===== src/core/pss_pkg.sv =====
package pss_pkg;

    // ---------------------------------------------------------------
    // Sizes of the set bank
    // ---------------------------------------------------------------
    localparam int unsigned PSS_SET_COUNT = 64;
    localparam int unsigned PSS_IDX_W     = 6;
    localparam int unsigned PSS_TOT_W     = 7;
    localparam int unsigned PSS_EXEC_W    = 9;
    localparam int unsigned PSS_PARAM_W   = 32;

    // ---------------------------------------------------------------
    // Fixed values
    // ---------------------------------------------------------------
    localparam logic [PSS_IDX_W-1:0]   PSS_FIRST_SET = 6'h00;
    localparam logic [PSS_TOT_W-1:0]   PSS_TOT_MAX   = 7'h40;
    localparam logic [PSS_TOT_W-1:0]   PSS_TOT_MIN   = 7'h01;
    localparam logic [PSS_EXEC_W-1:0]  PSS_USE_RST   = 9'h000;
    localparam logic [PSS_EXEC_W-1:0]  PSS_USE_ONE   = 9'h001;
    localparam logic [PSS_PARAM_W-1:0] PSS_PARAM_RST = 32'h0000_0000;

    // ---------------------------------------------------------------
    // Sequencer states
    // ---------------------------------------------------------------
    typedef enum logic [1:0] {
        PSS_ST_IDLE  = 2'b00,
        PSS_ST_RUN   = 2'b01,
        PSS_ST_DRAIN = 2'b10
    } pss_state_t;

endpackage


===== src/core/pss_set_mem.sv =====
`timescale 1ns/1ps
`default_nettype none

module pss_set_mem
    import pss_pkg::*;
(
    // Clock
    input  wire logic                   core_clk,
    // Store port
    input  wire logic                   wr_en,
    input  wire logic [PSS_IDX_W-1:0]   wr_idx,
    input  wire logic [PSS_PARAM_W-1:0] wr_params,
    input  wire logic [PSS_EXEC_W-1:0]  wr_exec,
    // Read port for loading the active set
    input  wire logic [PSS_IDX_W-1:0]   ld_idx,
    output logic      [PSS_PARAM_W-1:0] ld_params,
    // Read port for the current set's execution count
    input  wire logic [PSS_IDX_W-1:0]   ex_idx,
    output logic      [PSS_EXEC_W-1:0]  ex_exec
);

    // ---------------------------------------------------------------
    // Storage
    // ---------------------------------------------------------------
    // Volatile like the sets themselves: no reset, contents are
    // undefined until software stores each set it uses.
    logic [PSS_PARAM_W-1:0] param_mem [PSS_SET_COUNT];
    logic [PSS_EXEC_W-1:0]  exec_mem  [PSS_SET_COUNT];

    // Write on store command
    always_ff @(posedge core_clk)
    begin
        if (wr_en)
        begin
            param_mem[wr_idx] <= wr_params;
            exec_mem[wr_idx]  <= wr_exec;
        end
    end

    // Asynchronous reads so a load lands in one cycle
    assign ld_params = param_mem[ld_idx];
    assign ex_exec   = exec_mem[ex_idx];

endmodule
`default_nettype wire


===== src/core/pss_sequencer.sv =====
`timescale 1ns/1ps
`default_nettype none

module pss_sequencer
    import pss_pkg::*;
(
    // Clock and reset
    input  wire logic                   core_clk,
    input  wire logic                   rst,
    // Configuration from software
    input  wire logic                   seq_enable,
    input  wire logic [PSS_IDX_W-1:0]   set_select_index,
    input  wire logic [PSS_TOT_W-1:0]   set_total,
    input  wire logic [PSS_EXEC_W-1:0]  set_exec_count,
    input  wire logic                   recall_set_command,
    input  wire logic                   store_set_command,
    input  wire logic                   param_wr_en,
    input  wire logic [PSS_PARAM_W-1:0] param_wr_data,
    // Acquisition side
    input  wire logic                   frame_trigger,
    input  wire logic                   frame_busy,
    // Active set and status
    output logic      [PSS_PARAM_W-1:0] active_params,
    output logic      [PSS_IDX_W-1:0]   current_set,
    output logic      [PSS_EXEC_W-1:0]  use_count,
    output logic                        seq_running
);

    // ---------------------------------------------------------------
    // Helpers
    // ---------------------------------------------------------------
    // Clamp the set total to 1..64 so a bad value cannot index
    // past the bank or stall the cycle on an empty range.
    function automatic logic [PSS_TOT_W-1:0] tot_limit
        (input logic [PSS_TOT_W-1:0] t);
        if (t == '0)
            tot_limit = PSS_TOT_MIN;
        else if (t > PSS_TOT_MAX)
            tot_limit = PSS_TOT_MAX;
        else
            tot_limit = t;
    endfunction

    // ---------------------------------------------------------------
    // State
    // ---------------------------------------------------------------
    pss_state_t             state_r, state_nxt;
    logic [PSS_PARAM_W-1:0] active_r, active_nxt;
    logic [PSS_PARAM_W-1:0] saved_r, saved_nxt;
    logic [PSS_IDX_W-1:0]   cur_set_r, cur_set_nxt;
    logic [PSS_EXEC_W-1:0]  use_cnt_r, use_cnt_nxt;

    logic [PSS_TOT_W-1:0]   total_lim;
    logic [PSS_TOT_W-1:0]   cur_plus;
    logic [PSS_IDX_W-1:0]   next_set;
    logic [PSS_IDX_W-1:0]   ld_idx;
    logic [PSS_PARAM_W-1:0] ld_params;
    logic [PSS_EXEC_W-1:0]  cur_exec;
    logic                   reuse;
    logic                   run_trig;

    // ---------------------------------------------------------------
    // Set bank
    // ---------------------------------------------------------------
    // Store only while disabled; the active set is then software's.
    pss_set_mem u_mem (
        .core_clk  (core_clk),
        .wr_en     (store_set_command && (state_r == PSS_ST_IDLE)
                    && !seq_enable),
        .wr_idx    (set_select_index),
        .wr_params (active_r),
        .wr_exec   (set_exec_count),
        .ld_idx    (ld_idx),
        .ld_params (ld_params),
        .ex_idx    (cur_set_r),
        .ex_exec   (cur_exec)
    );

    // Next index and wrap point
    assign total_lim = tot_limit(set_total);
    assign cur_plus  = {1'b0, cur_set_r} + PSS_TOT_MIN;
    assign next_set  = (cur_plus >= total_lim) ? PSS_FIRST_SET
                                               : cur_plus[PSS_IDX_W-1:0];
    assign reuse     = (use_cnt_r < cur_exec);
    assign run_trig  = (state_r == PSS_ST_RUN) && seq_enable
                       && frame_trigger;

    // Load address: selection when idle, set 0 on enable, else next
    always_comb
    begin
        if (state_r != PSS_ST_IDLE)
            ld_idx = next_set;
        else if (seq_enable)
            ld_idx = PSS_FIRST_SET;
        else
            ld_idx = set_select_index;
    end

    // ---------------------------------------------------------------
    // Sequencer next state
    // ---------------------------------------------------------------
    always_comb
    begin
        state_nxt   = state_r;
        active_nxt  = active_r;
        saved_nxt   = saved_r;
        cur_set_nxt = cur_set_r;
        use_cnt_nxt = use_cnt_r;
        case (state_r)
            PSS_ST_IDLE:
            begin
                if (seq_enable)
                begin
                    // Keep the original values for the restore
                    saved_nxt   = active_r;
                    active_nxt  = ld_params;
                    cur_set_nxt = PSS_FIRST_SET;
                    use_cnt_nxt = PSS_USE_RST;
                    state_nxt   = PSS_ST_RUN;
                end
                else if (recall_set_command)
                    active_nxt = ld_params;
                else if (param_wr_en)
                    active_nxt = param_wr_data;
            end
            PSS_ST_RUN:
            begin
                // Disable wins over a trigger in the same cycle
                if (!seq_enable)
                begin
                    if (frame_busy)
                        state_nxt = PSS_ST_DRAIN;
                    else
                    begin
                        active_nxt = saved_r;
                        state_nxt  = PSS_ST_IDLE;
                    end
                end
                else if (frame_trigger)
                begin
                    if (reuse)
                        use_cnt_nxt = use_cnt_r + PSS_USE_ONE;
                    else
                    begin
                        cur_set_nxt = next_set;
                        active_nxt  = ld_params;
                        use_cnt_nxt = PSS_USE_ONE;
                    end
                end
            end
            PSS_ST_DRAIN:
            begin
                // Set stays put until the last frame is out
                if (!frame_busy)
                begin
                    active_nxt = saved_r;
                    state_nxt  = PSS_ST_IDLE;
                end
            end
            default:
                state_nxt = PSS_ST_IDLE;
        endcase
    end

    // ---------------------------------------------------------------
    // Sequencer registers
    // ---------------------------------------------------------------
    always_ff @(posedge core_clk)
    begin
        if (rst)
        begin
            state_r   <= PSS_ST_IDLE;
            active_r  <= PSS_PARAM_RST;
            saved_r   <= PSS_PARAM_RST;
            cur_set_r <= PSS_FIRST_SET;
            use_cnt_r <= PSS_USE_RST;
        end
        else
        begin
            state_r   <= state_nxt;
            active_r  <= active_nxt;
            saved_r   <= saved_nxt;
            cur_set_r <= cur_set_nxt;
            use_cnt_r <= use_cnt_nxt;
        end
    end

    // Outputs
    assign active_params = active_r;
    assign current_set   = cur_set_r;
    assign use_count     = use_cnt_r;
    assign seq_running   = (state_r != PSS_ST_IDLE);

    // ---------------------------------------------------------------
    // Checks
    // ---------------------------------------------------------------
    a_recall_copy: assert property (@(posedge core_clk)
        disable iff (rst)
        (state_r == PSS_ST_IDLE) && !seq_enable && recall_set_command
        |=> active_r == $past(ld_params))
        else $error("recall did not copy stored set");

    a_enable_load: assert property (@(posedge core_clk)
        disable iff (rst)
        (state_r == PSS_ST_IDLE) && seq_enable
        |=> (cur_set_r == PSS_FIRST_SET) && (use_cnt_r == PSS_USE_RST)
            && (active_r == $past(ld_params)))
        else $error("enable did not load set 0");

    a_step_up: assert property (@(posedge core_clk) disable iff (rst)
        run_trig && !reuse
        |=> (cur_set_r == $past(cur_set_r) + 6'h01)
            || (($past(cur_plus) >= $past(total_lim))
                && (cur_set_r == PSS_FIRST_SET)))
        else $error("advance did not step upward");

    a_reuse_hold: assert property (@(posedge core_clk) disable iff (rst)
        run_trig && reuse
        |=> $stable(cur_set_r) && (use_cnt_r == $past(use_cnt_r) + 9'h001))
        else $error("set not reused while below count");

    a_wrap_zero: assert property (@(posedge core_clk) disable iff (rst)
        run_trig && !reuse && (cur_plus >= total_lim)
        |=> cur_set_r == PSS_FIRST_SET)
        else $error("cycle did not wrap to set 0");

    a_set_range: assert property (@(posedge core_clk) disable iff (rst)
        run_trig
        |=> {1'b0, cur_set_r} < $past(total_lim))
        else $error("set index beyond total");

    a_drain_hold: assert property (@(posedge core_clk) disable iff (rst)
        (state_r == PSS_ST_DRAIN) && frame_busy
        |=> (state_r == PSS_ST_DRAIN) && $stable(active_r)
            && $stable(cur_set_r))
        else $error("frame not finished before stop");

    a_restore_orig: assert property (@(posedge core_clk)
        disable iff (rst)
        (state_r != PSS_ST_IDLE) && (state_nxt == PSS_ST_IDLE)
        |=> active_r == $past(saved_r))
        else $error("original values not restored");

    a_use_clear: assert property (@(posedge core_clk) disable iff (rst)
        run_trig && !reuse
        |=> use_cnt_r == PSS_USE_ONE)
        else $error("use counter not restarted");

endmodule
`default_nettype wire


===== config.mk =====
export PLATFORM = sky130hd
export DESIGN_NAME = pss_sequencer
export DESIGN_NICKNAME = d
export VERILOG_FILES = /design/src/core/pss_pkg.sv /design/src/core/pss_set_mem.sv /design/src/core/pss_sequencer.sv
export SDC_FILE = /design/constraint.sdc
export NUM_CORES = 2
export LEC_CHECK = 0
export ABC_AREA = 0
export BUFFER_PORTS_ARGS = -buffer_cell sky130_fd_sc_hd__buf_4
export CORE_UTILIZATION = 40
export CTS_BUF_LIST = sky130_fd_sc_hd__clkbuf_4 sky130_fd_sc_hd__clkbuf_8 sky130_fd_sc_hd__clkbuf_16
export CTS_CLUSTER_SIZE = 24
export DETAILED_ROUTE_END_ITERATION = 7
export GPL_TIMING_DRIVEN = 0
export PLACE_DENSITY_LB_ADDON = 0.1
export SLEW_MARGIN = 20
export SYNTH_ARGS = -nofsm -noshare
export SYNTH_HDL_FRONTEND = slang
export SYNTH_SLANG_ARGS = --single-unit

===== constraint.sdc =====
create_clock -name core_clk -period 5.25 [get_ports core_clk]
set_input_delay 0.2625 -clock core_clk [delete_from_list [all_inputs] [get_ports core_clk]]
set_output_delay 0.2625 -clock core_clk [all_outputs]
set_load 0.02 [all_outputs]

Word-level counts from Yosys, hierarchy flattened
Memory sizes are Yosys's and may differ from the RTL's. A register that Yosys moved wholly into a read port is not among the register bits.
Cells that the tools add are included.
{"block": "word_totals", "mem_count": 2, "word_cells": 68, "latchBits": 0, "register_bits": 81, "mem_bits_rw": 2624, "mem_bits_ro": 0, "output_inout_bits": 48}
{"memory": "u_mem.param_mem", "depth": 64, "width": 32, "read_ports": 1, "rd_clocked_by_memory_dff": 0, "write_ports": 1, "line": "pss_set_mem.sv:27", "source": "logic [PSS_PARAM_W-1:0] param_mem [PSS_SET_COUNT];"}
{"memory": "u_mem.exec_mem", "depth": 64, "width": 9, "read_ports": 1, "rd_clocked_by_memory_dff": 1, "write_ports": 1, "line": "pss_set_mem.sv:28", "source": "logic [PSS_EXEC_W-1:0] exec_mem [PSS_SET_COUNT];"}
{"block": "classes", "n_addsub": 2, "div": 0, "shifts": 0, "eq_ne": 11, "bitwise": 0, "reduce_logical": 13, "n_mux": 32, "multipliers": 0, "n_lt_le_gt_ge": 3}
{"op": "32-bit 2-to-1 mux", "n": 7}
{"op": "32-bit case mux with 3 select lines", "n": 1}
{"op": "6-bit 2-to-1 mux", "n": 9}
{"op": "9-bit 2-to-1 mux", "n": 4}
{"op": "9-bit case mux with 2 select lines", "n": 1}
{"op": "7-bit 2-to-1 mux", "n": 2}
{"op": "2-bit != test (second input constant)", "n": 6}
{"op": "6-bit case mux with 2 select lines", "n": 1}
{"op": "9-bit by 1-bit adder with 9-bit output (second input constant)", "n": 1}
{"op": "9-bit less-than comparator", "n": 1}
{"op": "2-bit 2-to-1 mux", "n": 4}
{"op": "4-bit AND reduction", "n": 2}
{"op": "6-bit by 1-bit adder with 7-bit output (second input constant)", "n": 1}
{"op": "7-bit greater-or-equal comparator", "n": 1}
{"op": "7-bit > comparator (second input constant)", "n": 1}
{"op": "7-bit zero test", "n": 1}
{"op": "3-bit != test (second input constant)", "n": 2}
{"op": "2-bit case mux with 3 select lines", "n": 1}
{"op": "5-bit AND reduction", "n": 1}
{"op": "4-bit != test (second input constant)", "n": 1}
{"op": "2-bit nonzero test", "n": 2}
{"op": "3-bit AND reduction", "n": 1}
{"op": "3-bit nonzero test", "n": 1}
{"op": "2-bit by 1-bit == test with 1-bit output (second input constant)", "n": 1}
{"op": "6 further kinds", "n": 8}

Depth between registers and ports, before layout
{"block": "depth", "word_depth": 11, "ltp_mapped": 20, "depth_no_buf": 15}

By module
Synthesis repeated with hierarchy kept, for this count alone.
{"block": "hier_totals", "cells_unflattened": 4906, "area_unflattened_um2": 105279.7}
{"mod": "pss_set_mem", "cells_each": 4239, "area_per_inst_um2": 100311.2, "n_inst": 1, "seq_area_each_um2": 78795.6}
{"mod": "pss_sequencer", "cells_each": 667, "area_per_inst_um2": 4968.5, "n_inst": 1, "seq_area_each_um2": 1621.6}

Least setup slack after synthesis
Ideal clock, no wire load.
{"block": "synth_path", "kind": "reg-to-reg", "start": "register (tool-made name)", "end": "register use_cnt_r[5] (netlist: use_count[5])", "path_buffers": 5, "path_stages_with_launch": 19, "arrival_time_ns": 4.860, "setup_slack_ns": 0.320, "path_cell_list": "dfxtp_1 -> buf_6 -> buf_6 -> buf_2 -> buf_1 -> mux4_2 -> mux4_2 -> mux4_2 -> inv_1 -> ha_1 -> a21oi_1 -> a21boi_0 -> o21ai_0 -> a21oi_1 -> a211oi_4 -> nand3_1 -> clkbuf_1 -> or3b_2 -> a21oi_1"}
{"item": "end signal, assigned", "line": "pss_sequencer.sv:184", "source": "use_cnt_r <= use_cnt_nxt;"}
{"item": "end, declared", "line": "pss_sequencer.sv:51", "source": "logic [PSS_EXEC_W-1:0] use_cnt_r, use_cnt_nxt;"}

Worst setup path in the final report
{"block": "layout_path", "start": "register cur_set_r[3] (netlist: current_set[3])", "end": "register active_r[13] (netlist: active_params[13])"}
{"block": "layout_via", "elab_chain_cells": 9}
{"item": "start, declared", "line": "pss_sequencer.sv:50", "source": "logic [PSS_IDX_W-1:0] cur_set_r, cur_set_nxt;"}
{"item": "start signal, assigned", "line": "pss_sequencer.sv:183", "source": "cur_set_r <= cur_set_nxt;"}
{"item": "6-bit by 1-bit adder with 7-bit output (*)", "line": "pss_sequencer.sv:81", "source": "assign cur_plus = {1'b0, cur_set_r} + PSS_TOT_MIN;"}
{"item": "7-bit greater-or-equal comparator", "line": "pss_sequencer.sv:82", "source": "assign next_set = (cur_plus >= total_lim) ? PSS_FIRST_SET"}
{"item": "6-bit 2-to-1 mux (*)", "line": "pss_sequencer.sv:82"}
{"item": "6-bit 2-to-1 mux (*)", "line": "pss_sequencer.sv:91", "source": "if (state_r != PSS_ST_IDLE)"}
{"item": "memory 64 x 32 bit (*)"}
{"item": "32-bit 2-to-1 mux", "line": "pss_sequencer.sv:141", "source": "if (reuse)"}
{"item": "32-bit 2-to-1 mux", "line": "pss_sequencer.sv:139", "source": "else if (frame_trigger)"}
{"item": "32-bit 2-to-1 mux", "line": "pss_sequencer.sv:129", "source": "if (!seq_enable)"}
{"item": "32-bit case mux with 3 select lines (*)", "line": "pss_sequencer.sv:109", "source": "case (state_r)"}
{"item": "end signal, assigned", "line": "pss_sequencer.sv:181", "source": "active_r <= active_nxt;"}
{"item": "end, declared", "line": "pss_sequencer.sv:48", "source": "logic [PSS_PARAM_W-1:0] active_r, active_nxt;"}
Every way passes the cells marked *; elsewhere a longest branch is shown, timed or not. The select of a mux whose other input is x is not followed.
A chain may end at the register's enable or synchronous reset.

==> impl_metrics.csv <==
group,metric,value,unit
setup_path,endpoint,"active_params[13]$_SDFFE_PP0P_",
synth,synth_top_area_frac,0.732,
route,drt_iter0_drc,9028,
setup_path,required,6020,ps
route,dr_total_vias,68928,
floorplanning,initial_core_util,0.402,
setup_path,slowest_delay,520,ps
grt,grt_pass1_wl,562000,um
floorplanning,die_x,521,um
power,pwr-share-comb,0.119,
clock_tree,path_clk_slew,60,ps
sta,min_period_over_period,1.00,
floorplanning,core,0.268,mm2
synth,synth_seq_cells,2711,
power,p_leak,42.9,nW
synth,synth_top_cells_by_area,"edfxtp_1 73%, mux4_2 3.9%, nand2_1 3.5%",
sta,slew_headroom,0.147,
synth,seq_area_frac_synth,0.748,
route,drtPass1Iterations,8,
floorplanning,dieArea,0.271,mm2
setup_path,reg2reg_slack,-20,ps
floorplanning,die_h,521,um
synth,syn_area_per_cell,15.8,um2
sta,rsz0062_at_grt,"true",
placement,hpwl,292000,um
sta,tightest_slew,1250,ps
power,clockPowerShare,0.392,
setup_path,cp.buffers_inverters,3,
floorplanning,pin_count,110,
finish,final_cells,11298,
power,power.switching,13.9,mW
synth,synthCells,6830,
power,p_int,38.2,mW
grt,antenna_found_initial,17,
sta,setup_violations,5,
clock_tree,clk_latency,890,ps
clock_tree,cts_tree,"done",
sta,drv_slew,0,
setup_path,critPathKind,"reg -> reg",
setup_path,crit_top_cell,"buf_2",
synth,synth_edf_count,2624,
sta,skew,51.2,ps
synth,synth_nets,6912,
synth,syn_area,0.108,mm2
finish,area_delta_synth_final,21.0,%
setup_path,r2r.worst_path.cells,15,
grt,grt_overflow_total,0,
sta,hold_ws,46.0,ps
placement,placed_cells,10697,
synth,async_reset_ff_frac,0,
setup_path,path_max_fanout,10,
route,ant_nets,0,
setup_path,cpMaxStageDelayCell,"o31ai_2",
setup_path,cp.arrival,6050,ps
placement,io_buffer_count,106,
clock_tree,cts_max_level,5,
synth,yosysWarnings,0,
setup_path,path_delay_family,"compound AO/OA/AOI/OAI gates",
finish,mostFrequentLayoutCells,"2,624 x edfxtp_1, 1,010 x nand2_1, 443 x and3_1",
min_path,worstHoldPathType,"in -> reg",
finish,final_common_cell,"edfxtp_1",
setup_path,worstPathCellList,"and3_1 -> nand3_1 -> xnor2_4 -> ha_1 -> a211oi_4 -> o21a_1 -> nand2_1 -> o31ai_2 -> buf_2 -> buf_2 -> clkdlybuf4s15_2 -> a32oi_1 -> a31oi_4 -> a32oi_4 -> o221a_1",
finish,layout-drive-gt1-share,0.204,
synth,ys_types,86,
route,drcViolationCount,0,
sta,finalWorstSetupSlack,-24.7,ps
setup_path,r2r-start,"current_set[3]$_SDFFE_PP0P_",
finish,fin_area,0.130,mm2
placement,placed_area,0.118,mm2
setup_path,crit_cells,15,
setup_path,end_kind,"flop",
grt,track_usage,0.302,
setup_path,cp-startpoint,"current_set[3]$_SDFFE_PP0P_",
setup_path,reg2reg_to,"active_params[13]$_SDFFE_PP0P_",
route,wl_per_cell,36.8,um
route,wl,416000,um
finish,fillers,22614,
sta,period_minus_slack,5270,ps
placement,gp_congestion,0.962,
grt,grt_max_degree,69,
flow_run,drv_cap,0,
floorplanning,fp-row-count,190,
grt,grt_pass1_vias,66353,
clock_tree,ctsRootBufferMaster,"clkbuf_16",
power,max-vdd-ir-drop,281,uV
clock_tree,cts_sinks,2711,
finish,fin_nets,7591,
power,power.density,400,mW/mm2
clock_tree,cts_inserted_buffers,304,
status,outcome,"finished, violations left",
synth,synthFlopType,"edfxtp_1",
clock_tree,clock_path_buffers,4,
status,violations,"setup timing",
synth,yosysTopAreaCell,"edfxtp_1",
placement,pre_cts_slack,-3040,ps
min_path,hold_start,"recall_set_command",
setup_path,cp-start-kind,"flop",
power,p_sw_frac,0.267,
power,pwr-share-seq,0.489,
sta,hold_viol,0,
sta,fmax,190,MHz
route,viasPerCell,6.10,
==> worst min-delay path, cell delays in order <==
cell,delay [ps]
buf_4,140
or2_2,190
o221ai_2,130
o221ai_2,160
==> how the worst min path moves through the flow <==
stage                     slack, ps  depth (start not counted)                              to
after floorplan                 360                          0  u_mem.exec_mem[0][0]$_DFFE_PP_
after global placement          440                          2        saved_r[15]$_SDFFE_PP0P_
after detailed placement        450                          2         saved_r[2]$_SDFFE_PP0P_
after CTS                        20                          5         state_r[1]$_SDFFE_PP0P_
after global routing             50                          4  active_params[29]$_SDFFE_PP0P_
final                            50                          4  active_params[29]$_SDFFE_PP0P_
==> stage by stage <==
stage	TNS, ps	util	power, mW
2_1_floorplan	0	-	28.1
3_3_place_gp	-5019890	0.422	31.4
3_5_place_dp	-84320	0.442	31.7
4_1_cts	0	0.485	52.1
5_1_grt	-0.321	0.486	53.2
6_report	-72.5	0.487	52.1
==> flip-flops by register name, summed over array words and instances, names as in the netlist, named ones only <==
| signal | flops |
|---|---|
| current_set | 6 |
| use_count | 9 |
| state_r | 2 |
| u_mem.param_mem | 2048 |
| saved_r | 32 |
| active_params | 32 |
| u_mem.exec_mem | 576 |
==> power groups by stage <==
| stage | combinational [mW] | clock, mW | sequential [mW] |
|---|---|---|---|
| global placement | 4.67 | 0 | 26.7 |
| global route | 6.36 | 21.4 | 25.5 |
| detailed placement | 5.75 | 0 | 25.9 |
| CTS | 6.04 | 20.6 | 25.5 |
| floorplan | 2.32 | 0 | 25.8 |
| finish | 6.19 | 20.4 | 25.5 |
==> Yosys cell counts, types with 29 or more instances <==
master	count
a21oi_1	123
clkbuf_1	299
nor2_1	181
and3_1	444
buf_4	33
a211oi_1	302
a2111oi_0	95
o41ai_1	48
a311oi_1	42
nor4_1	29
a31oi_1	73
o22ai_1	48
mux2i_1	191
dfxtp_1	87
a32o_1	43
a22oi_1	39
edfxtp_1	2624
mux4_2	185
buf_1	36
o21ai_0	65
buf_2	123
nand3_1	200
a32oi_1	109
nor3_1	40
nand4_1	68
nand2_1	1010
==> cell type report <==
class                           count  area, um2  area share
Tap cell                         3552       4440      0.0341
Clock buffer                      398       8440      0.0648
Inverter                           22       82.6    0.000633
Antenna cell                       16       40.0    0.000307
Sequential cell                  2711      80700       0.619
Timing Repair Buffer              378       6180      0.0474
Buffer                            497       2950      0.0226
Multi-Input combinational cell   3595      26600       0.204
Clock inverter                    129        918     0.00705
==> cells by family (layout without fill, tap and decap cells) <==
family | Yosys count | after routing | synth area share
DFF | 2711 | 2711 | 0.748
other | 0 | 16 | 0
adders and majority gates | 20 | 20 | 0.00232
and+or+nand+nor | 2037 | 2037 | 0.0886
muxes | 386 | 386 | 0.0575
buffers and inverters | 524 | 1424 | 0.0216
xor gates and xnor gates | 6 | 6 | 0.000558
AOI/OAI and AO/OA | 1146 | 1146 | 0.0816
==> routing by layer <==
layer,routed length (um),vias to the layer above,GRT usage
li1,-,28717,-
met1,166000,35885,0.403
met2,194000,3535,0.482
met3,35000,785,0.0565
met4,20100,6,0.132
met5,268,-,0
==> repair_timing <==
action,4_1_cts,5_1_grt
pin swaps,24,11
gates resized for setup,447,116
hold buffers,42,0
cloned,0,0
endpoints found under the hold margin,619,0
setup buffers,15,6
setup endpoints to repair,53,34
(Power assumes the default switching activity.)
